$ cat src/tester_pkg.sv
package tester_pkg;

  // ==========================================================
  // Widths and stream pattern
  localparam int DATA_W = 32;
  localparam int CNT_W = 16;
  localparam int BEAT_W = 8;
  localparam logic [BEAT_W-1:0] PKT_LAST_BEAT = 8'h07;
  localparam logic [CNT_W-1:0] PKT_TARGET_RST = 16'h0040;
  localparam logic [7:0] PAD_BYTE = 8'hA5;

  // ==========================================================
  // Build options and reset values
  localparam logic SIMPLEX_TX_BUILD = 1'b0;
  localparam logic RUNTIME_SWITCH_BUILD = 1'b1;
  localparam logic STATS_BUILD = 1'b1;
  localparam logic LANE_MODE_RST = 1'b0;
  localparam logic STATS_MATCH_RST = 1'b1;

  // ==========================================================
  // Positions in the synchronised pin vector
  localparam int PIN_CONT = 0;
  localparam int PIN_LANE = 1;
  localparam int PIN_RESTART = 2;
  localparam int PIN_SNAP = 3;
  localparam int PIN_RX_LOCK = 4;
  localparam int PIN_TX_LOCK = 5;
  localparam int PIN_ALIGN = 6;
  localparam int PIN_REMOTE = 7;
  localparam int PIN_W = 8;

  // ==========================================================
  // Wishbone register offsets
  localparam logic [7:0] REG_PKT_TARGET = 8'h00;
  localparam logic [7:0] REG_STATUS = 8'h04;
  localparam logic [7:0] REG_TX_PKTS = 8'h08;
  localparam logic [7:0] REG_RX_PKTS = 8'h0C;

  // ==========================================================
  // Transceiver configuration write sequence
  localparam int CFG_WRITES = 4;
  localparam int CFG_IDX_W = 2;
  localparam logic [CFG_IDX_W-1:0] CFG_LAST = 2'h3;
  localparam logic [9:0] CFG_ADDR [CFG_WRITES] = '{10'h010, 10'h020, 10'h030, 10'h040};
  localparam logic [15:0] CFG_DATA_CAUI4 [CFG_WRITES] = '{16'h0001, 16'h0002, 16'h0003, 16'h0004};
  localparam logic [15:0] CFG_DATA_CAUI10 [CFG_WRITES] = '{16'h0010, 16'h0020, 16'h0030, 16'h0040};

  // ==========================================================
  // Statistics read addresses
  localparam logic [31:0] STAT_TX_ADDR = 32'h0000_0500;
  localparam logic [31:0] STAT_RX_ADDR = 32'h0000_0600;

  // ==========================================================
  // State encodings
  typedef enum logic [1:0] {
    RUN_IDLE = 2'b00,
    RUN_WAIT = 2'b01,
    RUN_ACTIVE = 2'b10,
    RUN_DONE = 2'b11
  } run_state_t;

  typedef enum logic [1:0] {
    CFG_IDLE = 2'b00,
    CFG_ISSUE = 2'b01,
    CFG_WAIT = 2'b10,
    CFG_FINISH = 2'b11
  } cfg_state_t;

  typedef enum logic [2:0] {
    ST_IDLE = 3'b000,
    ST_AR_TX = 3'b001,
    ST_R_TX = 3'b010,
    ST_AR_RX = 3'b011,
    ST_R_RX = 3'b100
  } stat_state_t;

endpackage
$ cat src/eth_traffic_sanity_tester.sv
`timescale 1ns/1ps
module eth_traffic_sanity_tester (
  input wire logic clk_i,
  input wire logic rst_i,
  // Board pins and core status
  input wire logic continuous_traffic_select_i,
  input wire logic lane_mode_change_pulse_i,
  input wire logic test_restart_request_i,
  input wire logic perf_snapshot_pulse_i,
  input wire logic rx_transceiver_locked_i,
  input wire logic tx_transceiver_locked_i,
  input wire logic rx_aligned_i,
  input wire logic remote_receiver_aligned_i,
  // Transmit stream to the core
  output logic tx_valid_o,
  input wire logic tx_ready_i,
  output logic [31:0] tx_data_o,
  output logic tx_sop_o,
  output logic tx_eop_o,
  // Receive stream from the core
  input wire logic rx_valid_i,
  input wire logic [31:0] rx_data_i,
  input wire logic rx_sop_i,
  input wire logic rx_eop_i,
  // Transceiver configuration port
  output logic cfg_en_o,
  output logic cfg_we_o,
  output logic [9:0] cfg_addr_o,
  output logic [15:0] cfg_wdata_o,
  input wire logic cfg_rdy_i,
  output logic reconfig_write_complete_o,
  // Statistics read channel
  output logic [31:0] stat_araddr_o,
  output logic stat_arvalid_o,
  input wire logic stat_arready_i,
  input wire logic [31:0] stat_rdata_i,
  input wire logic stat_rvalid_i,
  output logic stat_rready_o,
  // Indicators
  output logic tx_transceiver_lock_indicator_o,
  output logic rx_transceiver_lock_indicator_o,
  output logic rx_alignment_indicator_o,
  output logic gen_busy_indicator_o,
  output logic mon_busy_indicator_o,
  output logic gen_complete_indicator_o,
  output logic mon_complete_indicator_o,
  output logic mon_mismatch_indicator_o,
  output logic lane_mode_indicator_o,
  output logic stats_match_indicator_o,
  // Wishbone slave
  input wire logic [7:0] wb_adr_i,
  input wire logic [31:0] wb_dat_i,
  output logic [31:0] wb_dat_o,
  input wire logic wb_we_i,
  input wire logic [3:0] wb_sel_i,
  input wire logic wb_stb_i,
  input wire logic wb_cyc_i,
  output logic wb_ack_o
);

  // ==========================================================
  // Pin synchronisation
  logic [tester_pkg::PIN_W-1:0] pins; // Raw pin vector
  logic [tester_pkg::PIN_W-1:0] lvl; // Synchronised levels
  logic [tester_pkg::PIN_W-1:0] rise; // Rising edge pulses

  assign pins = {remote_receiver_aligned_i, rx_aligned_i, tx_transceiver_locked_i,
                 rx_transceiver_locked_i, perf_snapshot_pulse_i, test_restart_request_i,
                 lane_mode_change_pulse_i, continuous_traffic_select_i};

  input_sync #(.W(tester_pkg::PIN_W)) u_sync (
    .clk_i(clk_i),
    .rst_i(rst_i),
    .async_i(pins),
    .level_o(lvl),
    .rise_o(rise)
  );

  wire continuous = lvl[tester_pkg::PIN_CONT];
  wire rx_lock = lvl[tester_pkg::PIN_RX_LOCK];
  wire tx_lock = lvl[tester_pkg::PIN_TX_LOCK];
  wire aligned = lvl[tester_pkg::PIN_ALIGN];
  wire remote_ok = lvl[tester_pkg::PIN_REMOTE];

  // ==========================================================
  // State and counters
  tester_pkg::run_state_t gen_ff; // Generator state
  tester_pkg::run_state_t mon_ff; // Monitor state
  logic [15:0] gen_pkt_ff; // Packets sent
  logic [7:0] gen_beat_ff; // Beat within packet
  logic [15:0] mon_pkt_ff; // Packets received
  logic [7:0] mon_beat_ff; // Expected beat
  logic mismatch_ff; // Sticky compare failure
  logic [15:0] target_ff; // Fixed-run packet count
  logic lane_mode_ff; // High for CAUI-4
  logic cfg_busy; // Config writes in progress
  logic cfg_done; // Config writes finished

  wire gen_busy = (gen_ff == tester_pkg::RUN_WAIT) | (gen_ff == tester_pkg::RUN_ACTIVE);
  wire mon_busy = (mon_ff == tester_pkg::RUN_WAIT) | (mon_ff == tester_pkg::RUN_ACTIVE);
  wire restart_ok = rise[tester_pkg::PIN_RESTART] & ~gen_busy & ~mon_busy;
  wire start_run = restart_ok | cfg_done;
  wire lane_req = rise[tester_pkg::PIN_LANE] & ~cfg_busy & tester_pkg::RUNTIME_SWITCH_BUILD;
  wire link_ok = rx_lock & aligned & ~cfg_busy;
  // Simplex transmit needs transmit lock and the far receiver aligned instead of the local receive link
  wire gen_go = tester_pkg::SIMPLEX_TX_BUILD ? (tx_lock & remote_ok & ~cfg_busy)
                                             : link_ok;
  wire tx_fire = tx_valid_o & tx_ready_i;
  wire tx_last = (gen_beat_ff == tester_pkg::PKT_LAST_BEAT);
  wire gen_end = tx_fire & tx_last & ~continuous & (gen_pkt_ff + 16'h0001 == target_ff);
  wire rx_take = rx_valid_i & (mon_ff == tester_pkg::RUN_ACTIVE);
  wire [31:0] rx_expect = {mon_pkt_ff, tester_pkg::PAD_BYTE, mon_beat_ff};
  wire rx_bad = rx_take & ((rx_data_i != rx_expect) | (rx_sop_i != (mon_beat_ff == 8'h00))
                | (rx_eop_i != (mon_beat_ff == tester_pkg::PKT_LAST_BEAT)));
  wire mon_end = rx_take & rx_eop_i & ~continuous & (mon_pkt_ff + 16'h0001 == target_ff);

  // ==========================================================
  // Packet generator
  always_ff @(posedge clk_i) begin
    if (rst_i) begin
      gen_ff <= tester_pkg::RUN_WAIT;
      gen_pkt_ff <= '0;
      gen_beat_ff <= '0;
    end else if (start_run | lane_req) begin
      // Fresh run, or park while lanes change
      gen_ff <= tester_pkg::RUN_WAIT;
      gen_pkt_ff <= '0;
      gen_beat_ff <= '0;
    end else begin
      case (gen_ff)
        tester_pkg::RUN_WAIT: if (gen_go) gen_ff <= tester_pkg::RUN_ACTIVE;
        tester_pkg::RUN_ACTIVE: begin
          if (tx_fire) begin
            gen_beat_ff <= tx_last ? 8'h00 : gen_beat_ff + 8'h01;
            if (tx_last) gen_pkt_ff <= gen_pkt_ff + 16'h0001;
          end
          if (gen_end) gen_ff <= tester_pkg::RUN_DONE;
        end
        tester_pkg::RUN_DONE: gen_ff <= tester_pkg::RUN_DONE;
        default: gen_ff <= tester_pkg::RUN_IDLE;
      endcase
    end
  end

  assign tx_valid_o = (gen_ff == tester_pkg::RUN_ACTIVE);
  assign tx_data_o = {gen_pkt_ff, tester_pkg::PAD_BYTE, gen_beat_ff};
  assign tx_sop_o = tx_valid_o & (gen_beat_ff == 8'h00);
  assign tx_eop_o = tx_valid_o & tx_last;

  // ==========================================================
  // Packet monitor
  always_ff @(posedge clk_i) begin
    if (rst_i) begin
      mon_ff <= tester_pkg::RUN_WAIT;
      mon_pkt_ff <= '0;
      mon_beat_ff <= '0;
      mismatch_ff <= 1'b0;
    end else if (start_run | lane_req) begin
      mon_ff <= tester_pkg::RUN_WAIT;
      mon_pkt_ff <= '0;
      mon_beat_ff <= '0;
      mismatch_ff <= 1'b0;
    end else begin
      if (rx_bad) mismatch_ff <= 1'b1;
      case (mon_ff)
        tester_pkg::RUN_WAIT: if (link_ok) mon_ff <= tester_pkg::RUN_ACTIVE;
        tester_pkg::RUN_ACTIVE: begin
          if (rx_take) begin
            mon_beat_ff <= rx_eop_i ? 8'h00 : mon_beat_ff + 8'h01;
            if (rx_eop_i) mon_pkt_ff <= mon_pkt_ff + 16'h0001;
          end
          if (mon_end) mon_ff <= tester_pkg::RUN_DONE;
        end
        tester_pkg::RUN_DONE: mon_ff <= tester_pkg::RUN_DONE;
        default: mon_ff <= tester_pkg::RUN_IDLE;
      endcase
    end
  end

  // ==========================================================
  // Lane mode reconfiguration
  reconfig_writer u_cfg (
    .clk_i(clk_i),
    .rst_i(rst_i),
    .start_i(lane_req),
    .target_caui4_i(~lane_mode_ff),
    .cfg_en_o(cfg_en_o),
    .cfg_we_o(cfg_we_o),
    .cfg_addr_o(cfg_addr_o),
    .cfg_wdata_o(cfg_wdata_o),
    .cfg_rdy_i(cfg_rdy_i),
    .busy_o(cfg_busy),
    .done_o(cfg_done)
  );

  // Lane mode flips once the writes are through
  always_ff @(posedge clk_i) begin
    if (rst_i) begin
      lane_mode_ff <= tester_pkg::LANE_MODE_RST;
    end else if (cfg_done) begin
      lane_mode_ff <= ~lane_mode_ff;
    end
  end

  assign reconfig_write_complete_o = cfg_done;

  // ==========================================================
  // Statistics snapshot and compare
  tester_pkg::stat_state_t st_ff; // Read sequencer
  tester_pkg::stat_state_t nxt_st;
  logic [31:0] araddr_ff; // Held read address
  logic [31:0] tx_stat_ff; // Captured transmit counter
  logic match_ff; // Compare result

  wire snap = rise[tester_pkg::PIN_SNAP] & tester_pkg::STATS_BUILD;
  wire ar_phase = (st_ff == tester_pkg::ST_AR_TX) | (st_ff == tester_pkg::ST_AR_RX);
  wire r_phase = (st_ff == tester_pkg::ST_R_TX) | (st_ff == tester_pkg::ST_R_RX);

  // Read transmit counter, then receive counter
  always_comb begin
    nxt_st = st_ff;
    case (st_ff)
      tester_pkg::ST_IDLE: if (snap) nxt_st = tester_pkg::ST_AR_TX;
      tester_pkg::ST_AR_TX: if (stat_arready_i) nxt_st = tester_pkg::ST_R_TX;
      tester_pkg::ST_R_TX: if (stat_rvalid_i) nxt_st = tester_pkg::ST_AR_RX;
      tester_pkg::ST_AR_RX: if (stat_arready_i) nxt_st = tester_pkg::ST_R_RX;
      tester_pkg::ST_R_RX: if (stat_rvalid_i) nxt_st = tester_pkg::ST_IDLE;
      default: nxt_st = tester_pkg::ST_IDLE;
    endcase
  end

  // Address, capture and compare registers
  always_ff @(posedge clk_i) begin
    if (rst_i) begin
      st_ff <= tester_pkg::ST_IDLE;
      araddr_ff <= '0;
      tx_stat_ff <= '0;
      match_ff <= tester_pkg::STATS_MATCH_RST;
    end else begin
      st_ff <= nxt_st;
      araddr_ff <= (nxt_st == tester_pkg::ST_AR_RX) ? tester_pkg::STAT_RX_ADDR
                                                  : tester_pkg::STAT_TX_ADDR;
      if (st_ff == tester_pkg::ST_R_TX && stat_rvalid_i) tx_stat_ff <= stat_rdata_i;
      if (st_ff == tester_pkg::ST_R_RX && stat_rvalid_i) begin
        match_ff <= (stat_rdata_i == tx_stat_ff);
      end
    end
  end

  assign stat_araddr_o = araddr_ff;
  assign stat_arvalid_o = ar_phase;
  assign stat_rready_o = r_phase;

  // ==========================================================
  // Indicators
  assign tx_transceiver_lock_indicator_o = tester_pkg::SIMPLEX_TX_BUILD & tx_lock;
  assign rx_transceiver_lock_indicator_o = rx_lock;
  assign rx_alignment_indicator_o = aligned;
  assign gen_busy_indicator_o = gen_busy;
  assign mon_busy_indicator_o = mon_busy;
  assign gen_complete_indicator_o = (gen_ff == tester_pkg::RUN_DONE);
  assign mon_complete_indicator_o = (mon_ff == tester_pkg::RUN_DONE);
  assign mon_mismatch_indicator_o = mismatch_ff;
  assign lane_mode_indicator_o = lane_mode_ff;
  assign stats_match_indicator_o = match_ff;

  // ==========================================================
  // Wishbone register file
  logic ack_ff; // Single-cycle acknowledge
  logic [31:0] rdata_ff; // Registered read data

  wire wb_req = wb_cyc_i & wb_stb_i & ~ack_ff;
  wire wr_target = wb_req & wb_we_i & (wb_adr_i == tester_pkg::REG_PKT_TARGET);
  wire [31:0] status_word = {21'h00_0000, cfg_busy, match_ff, lane_mode_ff,
                             tx_lock, rx_lock, aligned, mismatch_ff,
                             mon_complete_indicator_o, gen_complete_indicator_o,
                             mon_busy, gen_busy};
  // Read selection, unmapped offsets read zero
  wire [31:0] rd_mux = (wb_adr_i == tester_pkg::REG_PKT_TARGET) ? {16'h0000, target_ff} :
                       (wb_adr_i == tester_pkg::REG_STATUS) ? status_word :
                       (wb_adr_i == tester_pkg::REG_TX_PKTS) ? {16'h0000, gen_pkt_ff} :
                       (wb_adr_i == tester_pkg::REG_RX_PKTS) ? {16'h0000, mon_pkt_ff} :
                       32'h0000_0000;

  // Acknowledge, read capture and packet target write
  always_ff @(posedge clk_i) begin
    if (rst_i) begin
      ack_ff <= 1'b0;
      rdata_ff <= '0;
      target_ff <= tester_pkg::PKT_TARGET_RST;
    end else begin
      ack_ff <= wb_req;
      if (wb_req) rdata_ff <= rd_mux;
      if (wr_target && wb_sel_i[0]) target_ff[7:0] <= wb_dat_i[7:0];
      if (wr_target && wb_sel_i[1]) target_ff[15:8] <= wb_dat_i[15:8];
    end
  end

  assign wb_ack_o = ack_ff;
  assign wb_dat_o = rdata_ff;

endmodule

$ cat src/input_sync.sv
`timescale 1ns/1ps
module input_sync #(
  parameter int W = 1
) (
  input wire logic clk_i,
  input wire logic rst_i,
  input wire logic [W-1:0] async_i,
  output logic [W-1:0] level_o,
  output logic [W-1:0] rise_o
);

  // ==========================================================
  // Two-stage synchroniser plus edge history
  logic [W-1:0] meta_ff; // First stage, read only by second
  logic [W-1:0] sync_ff; // Safe level
  logic [W-1:0] hist_ff; // Previous safe level

  // Shift pins through the stages
  always_ff @(posedge clk_i) begin
    if (rst_i) begin
      meta_ff <= '0;
      sync_ff <= '0;
      hist_ff <= '0;
    end else begin
      meta_ff <= async_i;
      sync_ff <= meta_ff;
      hist_ff <= sync_ff;
    end
  end

  assign level_o = sync_ff;
  assign rise_o = sync_ff & ~hist_ff; // One pulse per rising edge

endmodule

$ cat src/reconfig_writer.sv
`timescale 1ns/1ps
module reconfig_writer (
  input wire logic clk_i,
  input wire logic rst_i,
  input wire logic start_i,
  input wire logic target_caui4_i,
  output logic cfg_en_o,
  output logic cfg_we_o,
  output logic [9:0] cfg_addr_o,
  output logic [15:0] cfg_wdata_o,
  input wire logic cfg_rdy_i,
  output logic busy_o,
  output logic done_o
);

  // ==========================================================
  // Sequencer state
  tester_pkg::cfg_state_t state_ff; // Current step
  tester_pkg::cfg_state_t nxt_state;
  logic [tester_pkg::CFG_IDX_W-1:0] idx_ff; // Write index
  logic [9:0] addr_ff; // Address held for the port
  logic [15:0] data_ff; // Data held for the port
  logic done_ff; // Completion pulse

  wire issue = (state_ff == tester_pkg::CFG_ISSUE);
  wire last = (idx_ff == tester_pkg::CFG_LAST);
  // Index of the write shown next, so address and data arrive with the strobe
  wire [tester_pkg::CFG_IDX_W-1:0] nxt_idx = (state_ff == tester_pkg::CFG_IDLE) ? '0
    : idx_ff + 2'(state_ff == tester_pkg::CFG_WAIT && cfg_rdy_i);

  // Next step of the write sequence
  always_comb begin
    nxt_state = state_ff;
    case (state_ff)
      tester_pkg::CFG_IDLE: if (start_i) nxt_state = tester_pkg::CFG_ISSUE;
      tester_pkg::CFG_ISSUE: nxt_state = tester_pkg::CFG_WAIT;
      tester_pkg::CFG_WAIT: begin
        if (cfg_rdy_i) begin
          nxt_state = last ? tester_pkg::CFG_FINISH : tester_pkg::CFG_ISSUE;
        end
      end
      tester_pkg::CFG_FINISH: nxt_state = tester_pkg::CFG_IDLE;
      default: nxt_state = tester_pkg::CFG_IDLE;
    endcase
  end

  // Registers of the sequencer
  always_ff @(posedge clk_i) begin
    if (rst_i) begin
      state_ff <= tester_pkg::CFG_IDLE;
      idx_ff <= '0;
      addr_ff <= '0;
      data_ff <= '0;
      done_ff <= 1'b0;
    end else begin
      state_ff <= nxt_state;
      done_ff <= (state_ff == tester_pkg::CFG_FINISH);
      idx_ff <= nxt_idx;
      // Table value for the selected lane mode
      addr_ff <= tester_pkg::CFG_ADDR[nxt_idx];
      data_ff <= target_caui4_i ? tester_pkg::CFG_DATA_CAUI4[nxt_idx]
                                : tester_pkg::CFG_DATA_CAUI10[nxt_idx];
    end
  end

  assign cfg_en_o = issue;
  assign cfg_we_o = issue;
  assign cfg_addr_o = addr_ff;
  assign cfg_wdata_o = data_ff;
  assign busy_o = (state_ff != tester_pkg::CFG_IDLE) | done_ff;
  assign done_o = done_ff;

endmodule

$ cat config.mk
export PLATFORM = sky130hd
export DESIGN_NAME = eth_traffic_sanity_tester
export DESIGN_NICKNAME = d
export VERILOG_FILES = /design/src/tester_pkg.sv /design/src/eth_traffic_sanity_tester.sv /design/src/input_sync.sv /design/src/reconfig_writer.sv
export SDC_FILE = /design/constraint.sdc
export NUM_CORES = 1
export LEC_CHECK = 0
export ABC_AREA = 1
export BUFFER_PORTS_ARGS = -buffer_cell sky130_fd_sc_hd__buf_2
export CORE_ASPECT_RATIO = 0.7
export CORE_MARGIN = 2
export CORE_UTILIZATION = 41
export CTS_BUF_LIST = sky130_fd_sc_hd__clkbuf_4 sky130_fd_sc_hd__clkbuf_8
export DETAILED_ROUTE_END_ITERATION = 10
export PLACE_DENSITY_LB_ADDON = 0.2
export SLEW_MARGIN = 30
export SYNTH_ARGS = -nofsm -noshare
export SYNTH_HDL_FRONTEND = slang
export SYNTH_SLANG_ARGS = --single-unit
$ cat constraint.sdc
create_clock -name clk_i -period 5.01 [get_ports clk_i]
set_clock_uncertainty 0.05 [all_clocks]
set_input_delay 0.501 -clock clk_i [delete_from_list [all_inputs] [get_ports clk_i]]
set_output_delay 0.501 -clock clk_i [all_outputs]
set_load 0.05 [all_outputs]
# --- Word-level counts from Yosys, hierarchy flattened ---
# Cells that the tools add are included.
word_totals:
  out_inout_bits: 141
  register_bits: 220
  word_cells: 152
op_classes:
  addsub: 5
  n_eq_ne: 32
  mux: 33
  n_reduce_logical: 19
  order_cmp: 1
  bitwise_logic: 38
op_table:
  columns: ["op", "count"]
  rows:
  - ["2-to-1 mux 16 bit", 9]
  - ["binary-select mux 16 bit (select 2 bit)", 2]
  - ["adder 16 x 1 -> 16 bit (second input constant)", 2]
  - ["== test 16 bit", 2]
  - ["== test 32 bit", 1]
  - ["!= test 32 bit", 1]
  - ["2-to-1 mux 10 bit", 3]
  - ["== test 8 x 3 -> 1 bit (second input constant)", 3]
  - ["zero test 8 bit", 3]
  - ["AND 1 bit", 20]
  - ["binary-select mux 10 bit (select 2 bit)", 1]
  - ["adder 8 x 1 -> 8 bit (second input constant)", 2]
  - ["== test 8 x 4 -> 1 bit (second input constant)", 2]
  - ["2-to-1 mux 8 bit", 2]
  - ["2-to-1 mux 3 bit", 5]
  - ["case mux 3 bit (5 select lines)", 1]
  - ["== test 2 bit (second input constant)", 7]
  - ["2-to-1 mux 2 bit", 7]
  - ["case mux 2 bit (3 select lines)", 2]
  - ["!= test 2 bit (second input constant)", 5]
  - ["AND reduction 2 bit", 5]
  - ["== test 3 x 2 -> 1 bit (second input constant)", 3]
  - ["bitwise OR 1 bit", 9]
  - ["case mux 2 bit (4 select lines)", 1]
  - ["17 further kinds", 30]

# --- Longest topological paths before layout ---
logic_depth:
  word_depth: 9
  ltp_mapped: 17
  depth_no_buf: 17

# --- By module ---
# A second synthesis with hierarchy kept.
hier_totals:
  hier_cells: 1286
  area_unflattened_um2: 8982.4
by_module_without_submodules:
  columns: ["mod", "cells_each", "seq_area_each_um2", "n_inst", "area_each_um2"]
  rows:
  - ["eth_traffic_sanity_tester", 1127, 2522.4, 1, 7633.6]
  - ["input_sync", 82, 480.5, 1, 713.2]
  - ["reconfig_writer", 77, 280.3, 1, 635.6]

# --- Least setup slack after synthesis ---
# Ideal clock, no wire load.
synth_path:
  path_kind: "register to register"
  start: "register gen_ff[0]"
  end: "register gen_ff[0]"
  n_path_buf: 0
  path_slack_ns: 2.666
  t_arrival_ns: 2.171
  t_required_ns: 4.837
  setup_ns: 0.123
  path_stages_with_launch: 14
  synth_period_minus_slack_ns: 2.344
  path_cell_list: "dfxtp_1 -> inv_1 -> ha_1 -> nand2_1 -> inv_2 -> nand3_2 -> nor2_2 -> nand2_1 -> nor3_1 -> nand3_1 -> o21ai_2 -> nand2_1 -> nand2_1 -> nand3_1"
synth_between:
  elab_chain_len: 8
  word_cells_on_any_way: 18
  cone_classes: "5 x eq/ne; 1 x mux; 10 x bitwise; 2 x reduce/logical"
synth_rtl:
  columns: ["item", "line_no", "text"]
  rows:
  - ["from (decl)", "eth_traffic_sanity_tester.sv:87", "tester_pkg::run_state_t gen_ff;"]
  - ["from (signal assigned)", "eth_traffic_sanity_tester.sv:121", "gen_ff <= tester_pkg::RUN_WAIT;"]
  - ["from (signal assigned)", "eth_traffic_sanity_tester.sv:126", "gen_ff <= tester_pkg::RUN_WAIT;"]
  - ["from (signal assigned)", "eth_traffic_sanity_tester.sv:131", "tester_pkg::RUN_WAIT: if (gen_go) gen_ff <= tester_pkg::RUN_ACTIVE;"]
  - ["== test 2 bit (*)", "eth_traffic_sanity_tester.sv:145", "assign tx_valid_o = (gen_ff == tester_pkg::RUN_ACTIVE);"]
  - ["named net tx_valid_o", "eth_traffic_sanity_tester.sv:15", "output logic tx_valid_o,"]
  - ["bitwise OR 1 bit", "eth_traffic_sanity_tester.sv:99", "wire gen_busy = (gen_ff == tester_pkg::RUN_WAIT) | (gen_ff == tester_pkg::RUN_ACTIVE);"]
  - ["NOT 1 bit", "eth_traffic_sanity_tester.sv:101", "wire restart_ok = rise[tester_pkg::PIN_RESTART] & ~gen_busy & ~mon_busy;"]
  - ["AND 1 bit (2 in series)", "eth_traffic_sanity_tester.sv:101", null]
  - ["bitwise OR 1 bit", "eth_traffic_sanity_tester.sv:102", "wire start_run = restart_ok | cfg_done;"]
  - ["bitwise OR 1 bit", "eth_traffic_sanity_tester.sv:124", "end else if (start_run | lane_req) begin"]
  - ["OR reduction 2 bit (no source line)", null, null]
# Mark *: on every way through the listed nets, which the timed path passes. The rest lies on a longest branch.
# A chain may end at the register's enable or synchronous reset.

# --- Worst setup path after layout ---
layout_path:
  start: "register mon_ff[0]"
  end: "register gen_pkt_ff[11]"
layout_between:
  elab_chain_len: 7
  word_cells_on_any_way: 8
  cone_classes: "2 x eq/ne; 5 x bitwise; 1 x reduce/logical"
layout_rtl:
  columns: ["item", "line_no", "text"]
  rows:
  - ["from (decl)", "eth_traffic_sanity_tester.sv:88", "tester_pkg::run_state_t mon_ff;"]
  - ["from (signal assigned)", "eth_traffic_sanity_tester.sv:154", "mon_ff <= tester_pkg::RUN_WAIT;"]
  - ["from (signal assigned)", "eth_traffic_sanity_tester.sv:159", "mon_ff <= tester_pkg::RUN_WAIT;"]
  - ["from (signal assigned)", "eth_traffic_sanity_tester.sv:166", "tester_pkg::RUN_WAIT: if (link_ok) mon_ff <= tester_pkg::RUN_ACTIVE;"]
  - ["== test 2 x 1 -> 1 bit / == test 2 bit (equally long branches)", "eth_traffic_sanity_tester.sv:100", "wire mon_busy = (mon_ff == tester_pkg::RUN_WAIT) | (mon_ff == tester_pkg::RUN_ACTIVE);"]
  - ["bitwise OR 1 bit (*)", "eth_traffic_sanity_tester.sv:100", null]
  - ["NOT 1 bit (*)", "eth_traffic_sanity_tester.sv:101", null]
  - ["AND 1 bit (*)", "eth_traffic_sanity_tester.sv:101", null]
  - ["bitwise OR 1 bit (*)", "eth_traffic_sanity_tester.sv:102", null]
  - ["bitwise OR 1 bit (*)", "eth_traffic_sanity_tester.sv:124", null]
  - ["OR reduction 2 bit (no source line) (*)", null, null]
  - ["to (signal assigned)", "eth_traffic_sanity_tester.sv:135", "if (tx_last) gen_pkt_ff <= gen_pkt_ff + 16'h0001;"]
  - ["to (decl)", "eth_traffic_sanity_tester.sv:89", "logic [15:0] gen_pkt_ff;"]
# Mark *: on every way between the ends. The rest lies on a longest branch, timed or not.

==> flow_summary_export.csv <==
group,metric,value,unit
outcome,status,"finished clean",
synthesis,synth-seq-area-share,35.8,%
placement,placed_cell_area,9610,sq um
sta,clock.fmax,0.339,GHz
die,start_util,42.1,%
worst_setup_path,cp_cell_sequence,"inv_1 -> ha_1 -> nor4_1 -> nor3_1 -> nand2_1 -> inv_1 -> nand2_1 -> o22ai_1",
synthesis,ys_ff_latch,157,
die,rows,44,
layout,final_common_cell,"nand2_1",
detailed_routing,drt_iter0_markers,711,
clock_tree,cts_hold_buf,0,
clock_tree,cts_tree,"built",
die,chipWidth,179,um
synthesis,ys_types,48,
job,maxCapViolCount,0,
grt,met1_usage,32.0,%
detailed_routing,drtAntennaViolNets,0,
grt,grt-busiest-layer,"met1",
synthesis,synth_compound_area_share,14.1,%
sta,fin_crit_sh,58.8,%
layout,drive_gt1_share,18.6,%
clock_tree,path_clk_slew,0.10,ns
clock_tree,clockRootBuffer,"clkbuf_8",
grt,use_met3,7.61,%
synthesis,synth_mux_area_share,0.114,%
synthesis,syn_inst,1226,
grt,grt_pass1_vias,7212,
die,die_h,126,um
worst_setup_path,path_buf_inv,2,
sta,tightestPinTransition,0.883,ns
detailed_routing,vias,8268,
die,ios,269,
sta,grt_setup_unrepaired,"false",
layout,nNetsFinal,1536,
clock_tree,cts_sinks,157,
worst_setup_path,critPathArrivalTime,3.22,ns
synthesis,synthAdderAreaFrac,2.28,%
worst_setup_path,critPathLaunchType,"flop",
synthesis,synth_top_family_by_area,"simple AND/OR/NAND/NOR gates",
worst_setup_path,crit_path_end_kind,"flop",
power_and_ir_drop,power.density,299,nW/um^2
grt,grt_overflow_total,0,
worst_setup_path,critPathSlowestCell,"nand2_1",
grt,grt_use_total,21.7,%
power_and_ir_drop,vdd_drop_max,160,uV
synthesis,synthSimpleGateAreaFrac,27.7,%
worst_setup_path,criticalPathCategory,"flop to flop",
worst_setup_path,cp_slowest_stage_delay,0.73,ns
layout,syn2layout_area_growth,14.5,%
detailed_routing,drt_pass1_iterations,5,
synthesis,synth_area,8780,sq um
clock_tree,clock_latency,0.47,ns
sta,setup_tns,0,ns
placement,portBuffers,178,
sta,hold_viol,0,
synthesis,synth.top_cell.area_share,35.8,%
synthesis,synth_edf_count,0,
detailed_routing,drc,0,
layout,instances_no_fill,1682,
synthesis,synth_top_area_cell,"dfxtp_1",
worst_setup_path,critPathTopFamily,"simple AND/OR/NAND/NOR gates",
placement,gp_congestion,0.878,
clock_tree,htree_levels,4,
sta,hold_ws,0.176,ns
grt,use_met2,29.8,%
synthesis,synthXorXnorAreaFrac,5.66,%
detailed_routing,wl_per_cell,14.9,um
sta,finalMaxSlewViolations,0,
clock_tree,cts_buffers,17,
synthesis,synth_warnings,0,
synthesis,avgSynthCellArea,7.16,sq um
layout,mostFrequentLayoutCells,"198 x nand2_1, 183 x nor2_1, 178 x buf_2, 157 x dfxtp_1, 142 x inv_1",
layout,final_util,48.2,%
placement,dp_hpwl,19200,um
hold_path,min_path_type,"input pin to flop",
worst_setup_path,required,5.28,ns
layout,final_area,10100,sq um
grt,antenna_found_initial,5,
grt,grt_start_max_net_pins,56,
sta,finalSetupViolCount,0,
worst_setup_path,crit_fanout,20,
detailed_routing,routed_wirelength,25000,um
power_and_ir_drop,total_power,3.00,mW
sta,max_slew_margin,41.0,%
synthesis,ys_top_cells_by_area,"dfxtp_1 36%, nand2_1 8.5%, nor2_1 7.9%",
clock_tree,cts_setup_buffers,0,
synthesis,synthArstFlopShare,0,%
clock_tree,cts_buffer_depth,2,
die,core-area,20900,sq um
placement,placed_cells,1649,
power_and_ir_drop,leakagePower,4.56,nW
die,dieArea,22600,sq um
grt,grt_pass1_wl,38100,um
sta,setup_ws,2.06,ns
placement,place_worst_setup_slack,2.11,ns
detailed_routing,via_per_inst,4.92,
sta,fin_crit,2.95,ns
clock_tree,cts_repair_resize_count,0,
synthesis,synthFlopType,"dfxtp_1",
-- power breakdown --
| group | total [mW] | leakage [nW] | switching (mW) | internal (mW) |
|---|---|---|---|---|
| sequential | 1.32 | 1.27 | 0.0345 | 1.29 |
| combinational | 0.627 | 3.07 | 0.473 | 0.154 |
| clock | 1.05 | 0.215 | 0.535 | 0.518 |
-- tightest hold or removal path: stages --
cell and delay (ns):
buf_2 0.07, inv_1 0.03, nor2_1 0.06
-- per-layer routing --
layer  share of wire [%]  vias up  wire, um
met4                 1.1        6       287
met2                  40      323     10000
li1                    -     4220         -
met3                  11       26      2740
met1                  48     3693     11900
met5                0.14        -        34
-- registers in the layout, summed over array words and instances (netlist names) --
name and flops:
tx_stat_ff 32, u_cfg.cfg_addr_o 3, gen_pkt_ff 16, gen_beat_ff 8, stats_match_indicator_o 1, u_sync.meta_ff 7, gen_ff 2, u_cfg.cfg_wdata_o 6
mon_mismatch_indicator_o 1, u_cfg.state_ff 2, target_ff 16, u_sync.hist_ff 3, st_ff 3, wb_ack_o 1, u_cfg.done_o 1, mon_beat_ff 8
u_sync.level_o 7, mon_pkt_ff 16, mon_ff 2, lane_mode_indicator_o 1, wb_dat_o 16, u_cfg.idx_ff 2, stat_araddr_o 3
-- cell type report --
type | count | area [sq um]
Timing Repair Buffer | 182 | 921
Antenna cell | 2 | 5.00
Fill cell | 2143 | 10800
Sequential cell | 157 | 3140
Inverter | 148 | 556
Tap cell | 276 | 345
Clock inverter | 13 | 180
Clock buffer | 18 | 248
Multi-Input combinational cell | 886 | 4650
-- Yosys cell counts (2+ instances only) --
cell / n
a221oi_1: 2
a21oi_1: 49
dfxtp_1: 157
xor2_1: 16
xnor3_1: 3
nor4_1: 12
inv_2: 4
buf_1: 2
inv_1: 142
ha_1: 16
clkinv_1: 2
o21ai_0: 71
buf_6: 2
a211oi_1: 3
nor2_4: 8
nor2_2: 4
nand2_1: 198
nor3b_1: 3
a22oi_1: 4
nor2_1: 184
nand4_4: 2
o2111ai_1: 3
nor3_1: 19
nand4_1: 25
a211oi_2: 15
xnor2_1: 33
clkbuf_1: 18
nand2_2: 2
buf_4: 75
or2_2: 6
o22ai_1: 43
buf_2: 6
a31oi_1: 3
conb_1: 2
nand3_1: 79
-- cells by family after synthesis --
logic type,count (synthesis)
AO/OA/AOI/OAI,201
buffers and inverters,252
AND/OR/NAND/NOR,545
adder cells (fa/ha/maj),16
flip-flops,157
other,2
XOR/XNOR,52
multiplexers,1
-- final timing paths --
kind	start	depth (start not counted)	to	slack [ns]
min	continuous_traffic_select_i	3	u_sync.meta_ff[0]$_SDFF_PP0_	0.18
min reg2reg	u_sync.meta_ff[6]$_SDFF_PP0_	2	u_sync.level_o[6]$_SDFF_PP0_	0.35
max reg2reg	mon_ff[0]$_SDFFE_PP1P_	8	gen_pkt_ff[11]$_SDFFE_PP0P_	2.06
max	mon_ff[0]$_SDFFE_PP1P_	8	gen_pkt_ff[11]$_SDFFE_PP0P_	2.06
(Power assumes the default switching activity.)
